File: src/inc/sar_adc_pkg.sv
package sar_adc_pkg;
	localparam int RESULT_WIDTH = 16;
	localparam int BYTE_WIDTH = 8;
	localparam int CLK_PERIOD_PS = 10000;
	localparam int CONVERSION_TIME_NS = 4700;
	// longest time, so round down
	localparam int CONVERSION_CYCLES = (CONVERSION_TIME_NS * 1000) / CLK_PERIOD_PS;
	localparam int SAR_CYCLES_PER_BIT = CONVERSION_CYCLES / RESULT_WIDTH;
	localparam int OUTPUT_DELAY_CYCLES = 2;
	localparam logic [RESULT_WIDTH-1:0] OFFSET_CODE = 16'h8000;
	localparam logic [RESULT_WIDTH-1:0] RESULT_RESET = 16'h0000;

	typedef enum {
		Shutdown,
		Armed,
		Acquire,
		Convert,
		Done,
		Drive
	} phase_t;

	typedef struct packed {
		logic convStrobeN;
		logic readSel;
		logic upperByteSel;
	} host_pins_t;

	typedef struct packed {
		logic [BYTE_WIDTH-1:0] resultBus;
		logic [BYTE_WIDTH-1:0] resultBusOe;
		logic convDoneN;
	} dev_pins_t;
endpackage

File: src/design/pin_sync.sv
`timescale 1ns/1ps
module pin_sync #(
	parameter int WIDTH = 3
) (
	input wire logic clk,
	input wire logic rst,
	input wire logic [WIDTH-1:0] pinIn,
	output logic [WIDTH-1:0] pinOut
);
	////////////////////////////////////////////////////////////////
	typedef struct packed {
		logic [WIDTH-1:0] stage1;
		logic [WIDTH-1:0] stage2;
	} sync_t;

	sync_t state_reg;
	sync_t state_next;

	if (WIDTH < 1)
	begin : badWidth
		$error("pin_sync width must be at least one");
	end

	always_comb
	begin
		state_next.stage1 = pinIn;
		state_next.stage2 = state_reg.stage1;
	end

	// released high: strobe and selects are idle-high safe
	always_ff @(posedge clk or posedge rst)
	begin
		if (rst)
			state_reg <= '1;
		else
			state_reg <= state_next;
	end

	assign pinOut = state_reg.stage2;
endmodule // pin_sync

File: src/design/sar_adc_parallel_readout.sv
`timescale 1ns/1ps
module sar_adc_parallel_readout #(
	parameter int CONV_CYCLES = sar_adc_pkg::CONVERSION_CYCLES,
	parameter int DELAY_CYCLES = sar_adc_pkg::OUTPUT_DELAY_CYCLES
) (
	input wire logic clk,
	input wire logic rst,
	input wire sar_adc_pkg::host_pins_t hostPins,
	input wire logic [sar_adc_pkg::RESULT_WIDTH-1:0] sampleValue,
	output sar_adc_pkg::dev_pins_t devPins,
	output logic poweredUp,
	output logic sampling
);
	////////////////////////////////////////////////////////////////
	localparam int CW = $clog2(CONV_CYCLES + 1);
	localparam int DW = $clog2(DELAY_CYCLES + 1);

	typedef struct packed {
		sar_adc_pkg::phase_t phase;
		logic strobePrev;
		logic shutAfter;
		logic [CW-1:0] convCount;
		logic [DW-1:0] delayCount;
		logic [sar_adc_pkg::RESULT_WIDTH-1:0] sample;
		logic [sar_adc_pkg::RESULT_WIDTH-1:0] result;
		logic doneN;
		logic [sar_adc_pkg::BYTE_WIDTH-1:0] busData;
		logic busOe;
	} state_t;

	state_t state_reg;
	state_t state_next;
	sar_adc_pkg::host_pins_t pins;
	logic strobeFall;

	// a longer count would break the conversion time limit
	if (CONV_CYCLES < 1 || CONV_CYCLES > sar_adc_pkg::CONVERSION_CYCLES)
	begin : badConvCount
		$error("conversion count must be 1..maximum conversion time");
	end
	if (DELAY_CYCLES < 1)
	begin : badDelay
		$error("output delay must be at least one cycle");
	end

	////////////////////////////////////////////////////////////////
	pin_sync #(
		.WIDTH(3)
	) syncPins (
		.clk(clk),
		.rst(rst),
		.pinIn(hostPins),
		.pinOut(pins)
	);

	assign strobeFall = state_reg.strobePrev && !pins.convStrobeN;

	function automatic logic [sar_adc_pkg::BYTE_WIDTH-1:0] pickByte(
		input logic [sar_adc_pkg::RESULT_WIDTH-1:0] word,
		input logic upper
	);
		pickByte = upper ? word[15:8] : word[7:0];
	endfunction

	////////////////////////////////////////////////////////////////
	always_comb
	begin
		state_next = state_reg;
		state_next.strobePrev = pins.convStrobeN;
		unique case (state_reg.phase)
			sar_adc_pkg::Shutdown, sar_adc_pkg::Armed:
			begin
				if (strobeFall && !pins.readSel)
				begin
					state_next.phase = sar_adc_pkg::Acquire;
					state_next.doneN = 1'b1;
				end
			end
			sar_adc_pkg::Acquire:
			begin
				if (strobeFall)
				begin
					// sample frozen at the hold instant
					state_next.phase = sar_adc_pkg::Convert;
					state_next.sample = sampleValue;
					state_next.shutAfter = pins.readSel;
					state_next.convCount = CW'(CONV_CYCLES - 1);
				end
			end
			sar_adc_pkg::Convert:
			begin
				if (state_reg.convCount == '0)
				begin
					state_next.phase = sar_adc_pkg::Done;
					// input taken as two's complement, flip msb
					state_next.result = state_reg.sample ^ sar_adc_pkg::OFFSET_CODE;
					state_next.doneN = 1'b0;
				end
				else
					state_next.convCount = state_reg.convCount - 1'b1;
			end
			sar_adc_pkg::Done:
			begin
				if (strobeFall && pins.readSel)
				begin
					state_next.phase = sar_adc_pkg::Drive;
					state_next.delayCount = DW'(DELAY_CYCLES - 1);
				end
				else if (strobeFall)
				begin
					// a fall with read low skips the readout and restarts
					state_next.phase = sar_adc_pkg::Acquire;
					state_next.doneN = 1'b1;
				end
			end
			sar_adc_pkg::Drive:
			begin
				if (pins.convStrobeN)
				begin
					state_next.busOe = 1'b0;
					state_next.phase = state_reg.shutAfter ?
						sar_adc_pkg::Shutdown : sar_adc_pkg::Armed;
				end
				else if (state_reg.delayCount != '0)
					state_next.delayCount = state_reg.delayCount - 1'b1;
				else
				begin
					state_next.busOe = 1'b1;
					state_next.busData = pickByte(state_reg.result, pins.upperByteSel);
				end
			end
		endcase
		if (state_next.phase != sar_adc_pkg::Drive)
			state_next.busOe = 1'b0;
	end

	always_ff @(posedge clk or posedge rst)
	begin
		if (rst)
		begin
			state_reg.phase <= sar_adc_pkg::Shutdown;
			state_reg.strobePrev <= 1'b1;
			state_reg.shutAfter <= 1'b1;
			state_reg.convCount <= '0;
			state_reg.delayCount <= '0;
			state_reg.sample <= sar_adc_pkg::RESULT_RESET;
			state_reg.result <= sar_adc_pkg::RESULT_RESET;
			state_reg.doneN <= 1'b1;
			state_reg.busData <= '0;
			state_reg.busOe <= 1'b0;
		end
		else
			state_reg <= state_next;
	end

	////////////////////////////////////////////////////////////////
	assign devPins.resultBus = state_reg.busData;
	assign devPins.resultBusOe = {sar_adc_pkg::BYTE_WIDTH{state_reg.busOe}};
	assign devPins.convDoneN = state_reg.doneN;
	// shutdown is the only phase with reference off
	assign poweredUp = state_reg.phase != sar_adc_pkg::Shutdown;
	assign sampling = state_reg.phase == sar_adc_pkg::Acquire;
endmodule // sar_adc_parallel_readout

File: config.mk
export PLATFORM = sky130hd
export DESIGN_NAME = sar_adc_parallel_readout
export DESIGN_NICKNAME = d
export VERILOG_FILES = /design/src/inc/sar_adc_pkg.sv /design/src/design/pin_sync.sv /design/src/design/sar_adc_parallel_readout.sv
export SDC_FILE = /design/constraint.sdc
export NUM_CORES = 1
export LEC_CHECK = 0
export BUFFER_PORTS_ARGS = -buffer_cell sky130_fd_sc_hd__buf_4
export CORE_MARGIN = 2
export CORE_UTILIZATION = 30
export DETAILED_ROUTE_END_ITERATION = 6
export GPL_TIMING_DRIVEN = 0
export HOLD_SLACK_MARGIN = 0.05
export SYNTH_ARGS = -nofsm -noshare
export SYNTH_HDL_FRONTEND = slang
export SYNTH_SLANG_ARGS = --single-unit
File: constraint.sdc
create_clock -name clk -period 5.1 [get_ports clk]
set_input_delay 0.765 -clock clk [delete_from_list [all_inputs] [get_ports clk]]
set_output_delay 0.765 -clock clk [all_outputs]
set_load 0.01 [all_outputs]
Yosys cells after proc, flatten, opt, wreduce, memory -nomap -nowiden --
Cells that the tools add are included.
Word-level totals: output and inout port bits 19, word-level logic and storage cells 80, register bits 93, input bits 21
Cells by class: add/subtract/negate cells 2, reductions and logical operators 21, equal/unequal tests 17, bitwise gates (word level) 3, multiplexer cells 25
Operators with widths (number):
- two-way mux 32 bit | 6
- case mux 32 bit (5 select lines) | 1
- == test 32 x 3 -> 1 bit (second input constant) | 3
- == test 32 x 2 -> 1 bit (second input constant) | 2
- == test 32 x 1 -> 1 bit (second input constant) | 1
- zero test 32 bit | 1
- inequality test 32 x 4 -> 1 bit (second input constant) | 1
- nonzero test 32 bit | 1
- two-way mux 9 bit | 2
- inequality test 2 bit (second input constant) | 9
- case mux 9 bit (2 select lines) | 1
- zero test 9 bit | 1
- two-way mux 1 bit | 9
- subtractor 9 x 1 -> 9 bit (second input constant) | 1
- two-way mux 8 bit | 1
- nonzero test 2 bit | 4
- two-way mux 2 bit | 3
- AND reduction 2 bit | 3
- AND reduction 3 bit | 2
- AND reduction 5 bit | 1
- case mux 2 bit (2 select lines) | 1
- AND reduction 4 bit | 1
- logical AND 1 bit | 3
- inequality test 3 x 1 -> 1 bit (second input constant) | 1
- other kinds (6) | 9

Logic depth before layout (Yosys ltp) --
Gate-level depths: netlist of the first run.
depth after elaboration 8, depth in mapped cells 8, gate-level depth less buffers 7

Hierarchy --
Synthesis of the first run repeated with hierarchy kept, for this count alone.
Unflattened totals: cells, all modules 318, area total of the unflattened synthesis 4137.7 um^2
By module, submodules not included:
- sar_adc_parallel_readout | area an instance 3976.3 um^2, cells each 311, instances 1, sequential area each 2180.8 um^2
- pin_sync | area an instance 161.4 um^2, cells each 7, instances 1, sequential area each 157.7 um^2

Worst setup path before layout of the first run --
Ideal clock, no wire load.
path type reg2reg, from reg state_reg[73] (netlist name), to reg state_reg[59] (netlist name), path buffers 1, required time 4.961 ns, slack 2.766 ns, data arrival time 2.195 ns, period minus slack after synthesis 2.334 ns, stages on the path, launching flop included 7, library setup time 0.139 ns, cell sequence dfrtp_1 > nor4_1 > nand4b_1 > a2111oi_2 > mux2i_1 > clkbuf_1 > a21boi_0
RTL lines:
- start, declared | RTL line sar_adc_parallel_readout.sv:31 | state_t state_reg;
- start signal, assigned | RTL line sar_adc_parallel_readout.sv:153 | state_reg <= state_next;

Worst setup path in the final report of the first run --
from reg state_reg[76] (netlist name), to out poweredUp
On the way: cells in the longest elaborated chain, start to end 1
RTL lines:
- nonzero test 32 bit | RTL line sar_adc_parallel_readout.sv:161 | assign poweredUp = state_reg.phase != sar_adc_pkg::Shutdown;
- end, declared | RTL line sar_adc_parallel_readout.sv:11 | output logic poweredUp,
Every way passes these cells.

==> key figures, run 1 <==
Drt
  – Post-Route WL: a little over 8000 um
  – # DRC: 0
  – Via count: 2708
  – Starting DRT DRC Count: 149
  – DR vias/cell: 4.86
  – Antenna-violating nets left: 0
  – Drt first pass iters: 4
  – Drt wl/cell: 14.7 um

STA
  – Relative slew slack: 28.6%
  – Setup_tns: 0 ps
  – Fmax: 323 MHz
  – Actual slew at the worst max-slew pin: 1060 ps
  – Final setup vio count: 0
  – Max-slew violation count: 0
  – Post-layout minimum cycle time: 3100 ps
  – RSZ-0062 raised after global routing: false
  – Final Skew: just under 6 ps
  – Final hold vios: 0
  – Period utilisation layout: 60.8%

Synth
  – Post-synth EDFFs: 0
  – Yosys warns: 0
  – Sequential area share after synthesis: 57.4%
  – Post-synth top area cell: dfrtp_1
  – Gate Count Post-Synth: around 330
  – Post-synth top cells: dfrtp_1, mux2_2, a21boi_0
  – Ys flop type: dfrtp_1
  – Yosys reg bits: 93
  – Top-area cell type share of the netlist area: between 50% and 60%
  – Most area-consuming cells after synthesis: dfrtp_1, mux2_2, dfstp_2, a21boi_0, buf_4
  – Synth Cell Area: 0.00407 sq mm
  – Count leader, synth: dfrtp_1
  – Synth Net Count: 349
  – Synth async-reset ratio: 100%
  – Syn Area/Cell: approximately 13 sq um
  – Count of cell types in the netlist: 49

Finish
  – Max FFs per register: slightly below 80
  – Finished Core Util: 37.2%
  – Diode count: 0
  – Nets: 400
  – Area grow syn2layout: 21.1%
  – Layout cells sized above 1: 36.2%

Setup path
  – CP startpoint kind: register
  – WS Path Type: reg2out
  – CP dominant cell by count: nand3_1
  – CP required: 4340 ps
  – Reg2Reg Setup Slack: about 2000 ps
  – Slowest-stage cell, CP: nor4_1
  – Slowest Stage Delay on Critical Path: 590 ps
  – Crit path from: state_reg[76]
  – R2r worst-path depth: 6
  – Worst-path fanout max: 5
  – Crit. End Element: output port
  – CP Capture Point: poweredUp
  – Critical path, cell by cell: nor4_1, and4b_1, nand3_1, nor2_1, nand3_1, buf_4
  – FF-to-FF Start: state_reg[76]
  – Reg2Reg Capture Point: state_reg[80]
  – Arrival @ worst endpoint: 2340 ps

Die
  – Full die area: 0.0145 sq mm
  – Initial core utilization: a little under a third
  – Row Count: between 40 and 50
  – # IOs: 40
  – DIE WIDTH: 120 um
  – Core area: 0.0132 sq mm
  – Die height: about 120 um

Global route
  – Initial antenna violation count: 0
  – Global-route wire length before repair: 14000 um
  – GRT overflow: 0
  – GRT Total Usage: 12.2%
  – Vias in the first global route: 2813
  – Largest net degree at the start of global routing: 63

Clock network
  – CTS buffer count: 9
  – H-tree level count: 3
  – Root buffer cell: clkbuf_16
  – CTS Sinks: between 90 and 100
  – Worst skew pair latency: 340 ps
  – PostCTS Resize Cnt: 0
  – CTS Hold Buffers Added: 0
  – Clock transition at path regs: 60 ps
  – Max clock buf depth: 2
  – Postcts setup bufs: 0
  – CTS tree: yes

Power
  – Max VDD drop: around 0.22 mV
  – PD cells: 425 mW/mm^2
  – Leak Pwr: 2.27 nW

Placed design
  – Detailed placement HPWL: 5900 um
  – RePlAce Congestion: 0.877
  – Port Buffers: 39

Outcome
  – Status: finished, final reports clean

Worst hold path
  – Min-delay worst type: reg2reg

Flow run
  – Max-cap violations: 0
layer usage:
layer / share of wire, % / vias up / global-route usage [%]
met3: 3.3 / 12 / 2.59
met2: 48 / 56 / 19.3
met1: 47 / 1353 / 16.5
met4: 1.9 / 0 / 4.58
met5: 0 / - / 0
li1: - / 1287 / -
worst max-delay path, delay by kind of cell (launching register included):
family	cells	cell delay [ps]
and+or+nand+nor	5	1460
DFF	1	370
buffers and inverters	1	170
cells in the final DEF, fill, tap and decap left out, types with 5 or more instances in the layout:
cell type and instances:
or4_1 5, nand4_1 5, dfrtp_1 84, dfstp_2 9, or3_1 8, a21oi_1 5, nand3_1 9, nor2b_1 5
buf_4 56, inv_1 10, o21ai_0 11, a21boi_0 28, nand2_1 9, nor2_1 7, mux2_2 48, clkbuf_16 9
nor4_1 14, clkbuf_1 7
final cells by class:
| cell class | instances | area (sq um) |
|---|---|---|
| multi-input cells | 194 | 1520 |
| clock buffers | 11 | 233 |
| well taps | 176 | 220 |
| clock inverters | 5 | 83.8 |
| fillers | 1295 | 8310 |
| inverters | 11 | 43.8 |
| plain buffers | 27 | 170 |
| repair buffers | 40 | 320 |
| flip-flops and latches | 93 | 2340 |
report_power, final:
part	total, mW	leakage [nW]	internal (mW)	switching [mW]
registers	0.944	1.21	0.864	0.0801
clock network	0.707	0.152	0.432	0.274
logic	0.445	0.917	0.205	0.240
total	2.10	2.27	1.50	0.594
worst min-delay path by stage:
stage | from | to | slack [ps] | depth (start not counted)
after floorplan | syncPins.state_next[0] | syncPins.pinOut[0] | 350 | 0
after global placement | syncPins.state_next[0] | syncPins.pinOut[0] | 350 | 0
after detailed placement | syncPins.state_next[2] | syncPins.pinOut[2] | 350 | 0
after CTS | syncPins.state_next[2] | syncPins.pinOut[2] | 360 | 0
after global routing | syncPins.state_next[2] | syncPins.pinOut[2] | 360 | 0
final | syncPins.state_next[2] | syncPins.pinOut[2] | 360 | 0
stage by stage:
| step | cell area (sq um) | power (mW) | hold WS (ps) | setup slack, ps | std cells |
|---|---|---|---|---|---|
| floorplan | 4070 | 1.26 | 345 | 1930 | 325 |
| global route | 4930 | 2.22 | 360 | 1660 | 557 |
| CTS | 4930 | 2.12 | 357 | 1960 | 557 |
| finish | 4930 | 2.10 | 355 | 2000 | 557 |
| global placement | 4580 | 1.38 | 347 | 913 | 540 |
| detailed placement | 4610 | 1.41 | 347 | 1980 | 541 |
cell families (layout without fill, tap and decap cells):
kind of cell | Yosys count | count (layout) | synth area share [%]
muxes | 49 | 49 | 13.5
buffers and inverters | 38 | 94 | 5.19
adders and majority gates | 3 | 3 | 0.922
AOI/OAI and AO/OA | 62 | 62 | 11.2
and+or+nand+nor | 80 | 80 | 11.7
DFF | 93 | 93 | 57.4
Note: power is estimated with default switching activity, not from simulation.
==> inputs of run 2 (changes only) <==
--- a/config.mk
+++ b/config.mk
@@ -5,6 +5,7 @@
 export SDC_FILE = /design/constraint.sdc
 export NUM_CORES = 1
 export LEC_CHECK = 0
+export ABC_AREA = 1
 export BUFFER_PORTS_ARGS = -buffer_cell sky130_fd_sc_hd__buf_4
 export CORE_MARGIN = 2
 export CORE_UTILIZATION = 30
==> constraint.sdc (replaced) <==
create_clock -name clk -period 2.6 [get_ports clk]
set_input_delay 0.39 -clock clk [delete_from_list [all_inputs] [get_ports clk]]
set_output_delay 0.39 -clock clk [all_outputs]
set_load 0.01 [all_outputs]
==> run 2 against run 1 <==
Compared with the run above:
- flip-flop and latch count did not move
- total power increased by 110%
- synthesized area rose by 4.6%
- wire length is 11% higher
- non-clock buffer count is 3 higher
- core utilization shrank 0.29 points
- clock skew up 4.1 ps
- critical path depth rose by 3
- largest cell class unchanged
==> key figures, run 2 <==
Outcome
  – Status: finished, final reports clean

Setup path
  – Reg2Reg Setup Slack: 300 ps
  – Reg2Reg Capture Point: devPins[1]
  – Arrival @ worst endpoint: 2570 ps
  – WS Path Type: reg2reg
  – FF-to-FF Start: state_reg[54]
  – Crit. End Element: register
  – R2r worst-path depth: 9
  – CP startpoint kind: register
  – CP required: 2870 ps
  – Worst-path fanout max: 10

Power
  – PD cells: 871 mW/mm^2
  – Leak Pwr: 2.92 nW
  – Max VDD drop: 0.302 mV

Synth
  – Syn Area/Cell: 8.13 sq um
  – Top-area cell type share of the netlist area: 49.3%
  – Yosys warns: 0
  – Synth Net Count: about 550
  – Post-synth top area cell: dfrtp_1
  – Synth Cell Area: 0.00426 sq mm
  – Synth async-reset ratio: 100%
  – Most area-consuming cells after synthesis: dfrtp_1, nand2_1, dfstp_2, inv_1, nor2_1
  – Post-synth top cells: nand2_1, dfrtp_1, inv_1
  – Sequential area share after synthesis: between 50% and 60%
  – Post-synth EDFFs: 0
  – Ys flop type: dfrtp_1
  – Yosys reg bits: 93
  – Count leader, synth: nand2_1
  – Gate Count Post-Synth: 524
  – Count of cell types in the netlist: 30

Global route
  – GRT overflow: 0
  – Largest net degree at the start of global routing: 39
  – Vias in the first global route: 3372
  – Global-route wire length before repair: 15600 um
  – GRT Total Usage: 13.1%
  – Initial antenna violation count: 0

Finish
  – Design area: 0.00513 sq mm
  – Diode count: 0
  – Commonest non-fill, non-tap cell in the layout: nand2_1
  – Area grow syn2layout: 20.4%
  – Filler cells: around 1400
  – Max FFs per register: 77
  – Register area: around 0.0023 sq mm
  – Area occupied by multi-input gates: 0.00149 sq mm
  – Layout cells sized above 1: 18.2%
  – Fin cells: 761
  – Nets: 600
  – Commonest non-fill, non-tap cells in the layout: nand2_1, dfrtp_1, inv_1

STA
  – Max-slew violation count: 0
  – Setup_tns: 0 ps
  – Final setup vio count: 0
  – RSZ-0062 raised after global routing: false
  – Fmax: 435 MHz
  – Actual slew at the worst max-slew pin: between 700 and 800 ps
  – Period utilisation layout: 88.3%
  – Final Skew: 9.98 ps
  – Final hold vios: 0
  – Relative slew slack: approximately 51%
  – Post-layout minimum cycle time: about 2300 ps

Die
  – Die height: between 100 and 150 um
  – # IOs: 40
  – DIE WIDTH: between 100 and 150 um
  – Core area: 0.0139 sq mm
  – Row Count: 43
  – Initial core utilization: 30.7%
  – Full die area: 0.0152 sq mm

Drt
  – Drt first pass iters: 5
  – Post-Route WL: between 9000 and 10000 um
  – DR vias/cell: 4.36
  – Via count: 3318
  – Drt wl/cell: 11.9 um
  – # DRC: 0
  – Starting DRT DRC Count: 306
  – Antenna-violating nets left: 0

Clock network
  – CTS tree: yes
  – CTS Hold Buffers Added: 0
  – Clock transition at path regs: 70 ps
  – CTS Sinks: 93
  – CTS buffer count: 9
  – PostCTS Resize Cnt: 0
  – H-tree level count: 3
  – Max clock buf depth: 2
  – Postcts setup bufs: 0
  – Root buffer cell: clkbuf_16
  – Worst skew pair latency: 340 ps

Placed design
  – Post-Place Cell Area: 0.00483 sq mm
  – RePlAce Congestion: 0.895
  – Detailed placement HPWL: 6780 um
  – Placed cell count: 745
  – Port Buffers: 39

Worst hold path
  – Worst Hold Path EP: syncPins.state_next[1]
  – Min-delay worst type: in2reg
  – Hold path depth: 1
  – Min-delay src: hostPins[1]

Flow run
  – Max-cap violations: 0
## run 2: kinds of logic (layout without fill, tap and decap cells)
group | Yosys count | in the layout | synth area share, %
AND/OR/NAND/NOR | 293 | 293 | 28.0
multiplexers | 8 | 8 | 1.88
buffers and inverters | 94 | 151 | 10.0
flip-flops | 93 | 93 | 54.9
adder cells (fa/ha/maj) | 3 | 3 | 0.881
AO/OA/AOI/OAI | 33 | 33 | 4.26
## run 2: report_power, final
part,internal [mW],leakage (nW),switching (mW)
combinational,0.481,1.58,0.729
sequential,1.75,1.20,0.212
clock,0.747,0.146,0.544
total,2.98,2.92,1.49
## run 2: metrics by stage
stage	utilization (%)	setup slack [ps]	power (mW)	hold slack, ps
3_5_place_dp	34.8	353	3.20	347
6_report	36.9	304	4.47	153
2_1_floorplan	-	836	2.83	345
5_1_grt	36.9	156	4.80	140
3_3_place_gp	34.5	349	3.14	346
4_1_cts	36.9	312	4.52	141
## run 2: worst max path at each step
| stage | from | end | slack, ps | depth (start not counted) |
|---|---|---|---|---|
| after floorplan | state_reg[54] | devPins[1] | 840 | 9 |
| after global placement | state_reg[54] | devPins[1] | 350 | 9 |
| after detailed placement | state_reg[54] | devPins[1] | 350 | 9 |
| after CTS | state_reg[54] | devPins[1] | 310 | 9 |
| after global routing | state_reg[54] | devPins[1] | 160 | 9 |
| final | state_reg[54] | devPins[1] | 300 | 9 |
## run 2: final cells by class
cell class	instances	share of cell area [%]
sequential	93	45.6
multi-input combinational	337	29.1
timing repair buffer	41	6.64
inverter	65	4.83
clock buffer	9	4.39
tap	180	4.39
buffer	29	3.59
clock inverter	7	1.44
## run 2: per-layer routing
metal / routed length, um / vias to the layer above / GRT usage, %
met5: 0 / - / 0
met4: 203 / 0 / 6.46
met3: 465 / 16 / 3.55
met2: 4060 / 70 / 19.8
met1: 4350 / 1541 / 17.4
li1: - / 1691 / -
## run 2: worst max-delay path, stage by stage, from the launching register on
cell and delay (ps):
dfstp_2 520, inv_1 30, nor2_1 320, nand2_1 320, clkbuf_1 320, nand2_1 180, nand4_1 110, nor2_1 130
nand4_1 150, nor2_2 130
==> inputs of run 3 (changes only) <==
--- a/config.mk
+++ b/config.mk
@@ -10,7 +10,6 @@
 export CORE_MARGIN = 2
 export CORE_UTILIZATION = 30
 export DETAILED_ROUTE_END_ITERATION = 6
-export GPL_TIMING_DRIVEN = 0
 export HOLD_SLACK_MARGIN = 0.05
 export SYNTH_ARGS = -nofsm -noshare
 export SYNTH_HDL_FRONTEND = slang
==> run 3 against run 2 <==
Compared with the run above:
- critical path depth rose by 4
- highest routed layer unchanged
- sequential power is essentially flat
- register-to-register slack improved by 160 ps
==> key figures, run 3 (same netlist as run 2, synthesis figures left out) <==
STA
  – Setup_tns: 0 ps
  – Period utilisation layout: 82.0%
  – Post-layout minimum cycle time: 2130 ps
  – Final hold vios: 0
  – Fmax: 469 MHz
  – Max-slew violation count: 0
  – Final setup vio count: 0
  – RSZ-0062 raised after global routing: false
  – Final Skew: 10.7 ps
  – Relative slew slack: 66.5%
  – Actual slew at the worst max-slew pin: approximately 500 ps

Drt
  – Drt first pass iters: 4
  – Drt wl/cell: approximately 12 um
  – DR vias/cell: 4.30
  – Post-Route WL: 8530 um
  – # DRC: 0
  – Via count: between 3000 and 4000
  – Antenna-violating nets left: 0
  – Starting DRT DRC Count: 203

Finish
  – Commonest non-fill, non-tap cells in the layout: nand2_1, dfrtp_1, inv_1
  – Diode count: 0
  – Max FFs per register: 77
  – Area grow syn2layout: 16.4%
  – Nets: 575
  – Fin cells: ~740
  – Commonest non-fill, non-tap cell in the layout: nand2_1
  – Layout cells sized above 1: 16.0%

Setup path
  – Critical path's top delay family: simple AND/OR/NAND/NOR gates
  – CP required: between 2000 and 3000 ps
  – Buf/Inv on CP: 1
  – Worst-path fanout max: 21
  – Crit. End Element: register
  – CP startpoint kind: register
  – Critical path, cell by cell: nor2_1, nand2_1, nor2_4, nand2_2, nor2_4, nand2_2, clkinv_1, nor2_1, nand2_1, nand4_1, nor2_1, nand2_1, nor2_2
  – Slowest-stage cell, CP: dfrtp_1
  – Slowest Stage Delay on Critical Path: around 380 ps
  – Arrival @ worst endpoint: 2410 ps
  – WS Path Type: reg2reg

Power
  – Tot Pwr: between 4 and 5 mW
  – Leak Pwr: 2.81 nW
  – Sw power: 1.50 mW
  – Max VDD drop: 0.369 mV
  – Sw Ratio: 34.2%
  – Logic pwr share: approximately a quarter
  – PD cells: 885 mW/mm^2
  – Clock network fraction of total power: 28.7%
  – Internal power: 2.89 mW
  – Sequential power share: between 40% and 50%

Placed design
  – Placed cell count: 720
  – Port Buffers: 39
  – RePlAce Congestion: 0.885
  – Detailed placement HPWL: 6140 um

Global route
  – GRT overflow: 0
  – GRT Total Usage: between 10% and 20%
  – Vias in the first global route: 2987
  – Initial antenna violation count: 0
  – Largest net degree at the start of global routing: 94
  – Global-route wire length before repair: approximately 14000 um

Die
  – Row Count: 43
  – Full die area: 0.0152 sq mm
  – Core area: between 0.01 and 0.015 sq mm
  – Die height: 123 um
  – DIE WIDTH: 123 um
  – Initial core utilization: 30.7%
  – # IOs: 40

Clock network
  – Worst skew pair latency: 340 ps
  – CTS Sinks: between 90 and 100
  – CTS buffer count: 9
  – Root buffer cell: clkbuf_16
  – PostCTS Resize Cnt: 0
  – Max clock buf depth: 2
  – Postcts setup bufs: 0
  – CTS tree: yes
  – H-tree level count: 3
  – Clock transition at path regs: 70 ps
  – CTS Hold Buffers Added: 0

Worst hold path
  – Min-delay worst type: in2reg

Flow run
  – Max-cap violations: 0

Outcome
  – Status: finished, final reports clean
-- run 3: cell types whose count changed in the layout (fill, tap and decap cells not counted), sizes merged --
cell	previous run	this run
inv	64	66
buf	63	45
clkinv	5	3
clkbuf	16	10
bufinv	1	0
-- run 3: final timing paths --
path                                             start                      to  slack (ps)  cells past startpoint
worst max-delay path                     state_reg[64]              devPins[1]         470                     13
worst min-delay path                       hostPins[0]  syncPins.state_next[0]         160                      1
worst max register to register           state_reg[64]              devPins[1]         470                     13
worst min register to register  syncPins.state_next[0]      syncPins.pinOut[0]         360                      0
max in group asynchronous                          rst              devPins[0]        2020                      3
min in group asynchronous                          rst           state_reg[55]         170                      3
-- run 3: cell type report --
class | count | area [sq um]
flip-flops and latches | 93 | 2340
fillers | 1442 | 8920
well taps | 180 | 225
repair buffers | 45 | 363
clock buffers | 10 | 239
multi-input cells | 337 | 1490
inverters | 65 | 248
clock inverters | 6 | 53.8
-- run 3: routing by layer --
| layer | up-vias | GRT usage (%) | share of wire, % |
|---|---|---|---|
| li1 | 1648 | - | - |
| met1 | 1442 | 17.8 | 51 |
| met2 | 64 | 17.4 | 43 |
| met3 | 10 | 3.09 | 3.6 |
| met4 | 0 | 5.11 | 1.6 |
| met5 | - | 0 | 0 |
-- run 3: per-stage QoR --
step           util, %  area (sq um)  hold slack (ps)  setup slack, ps
2_1_floorplan        -          4260              345              836
3_3_place_gp      33.6          4670              346              477
3_5_place_dp      33.6          4670              347              447
4_1_cts           35.7          4960              140              418
5_1_grt           35.7          4960              140              227
6_report          35.7          4960              157              467
-- run 3: power groups by stage --
stage | clock network [mW] | logic (mW) | registers, mW
finish | 1.26 | 1.17 | 1.96
global route | 1.37 | 1.37 | 2.00
CTS | 1.31 | 1.18 | 1.96
detailed placement | 0 | 1.17 | 1.98
global placement | 0 | 1.16 | 1.97
floorplan | 0 | 0.908 | 1.92
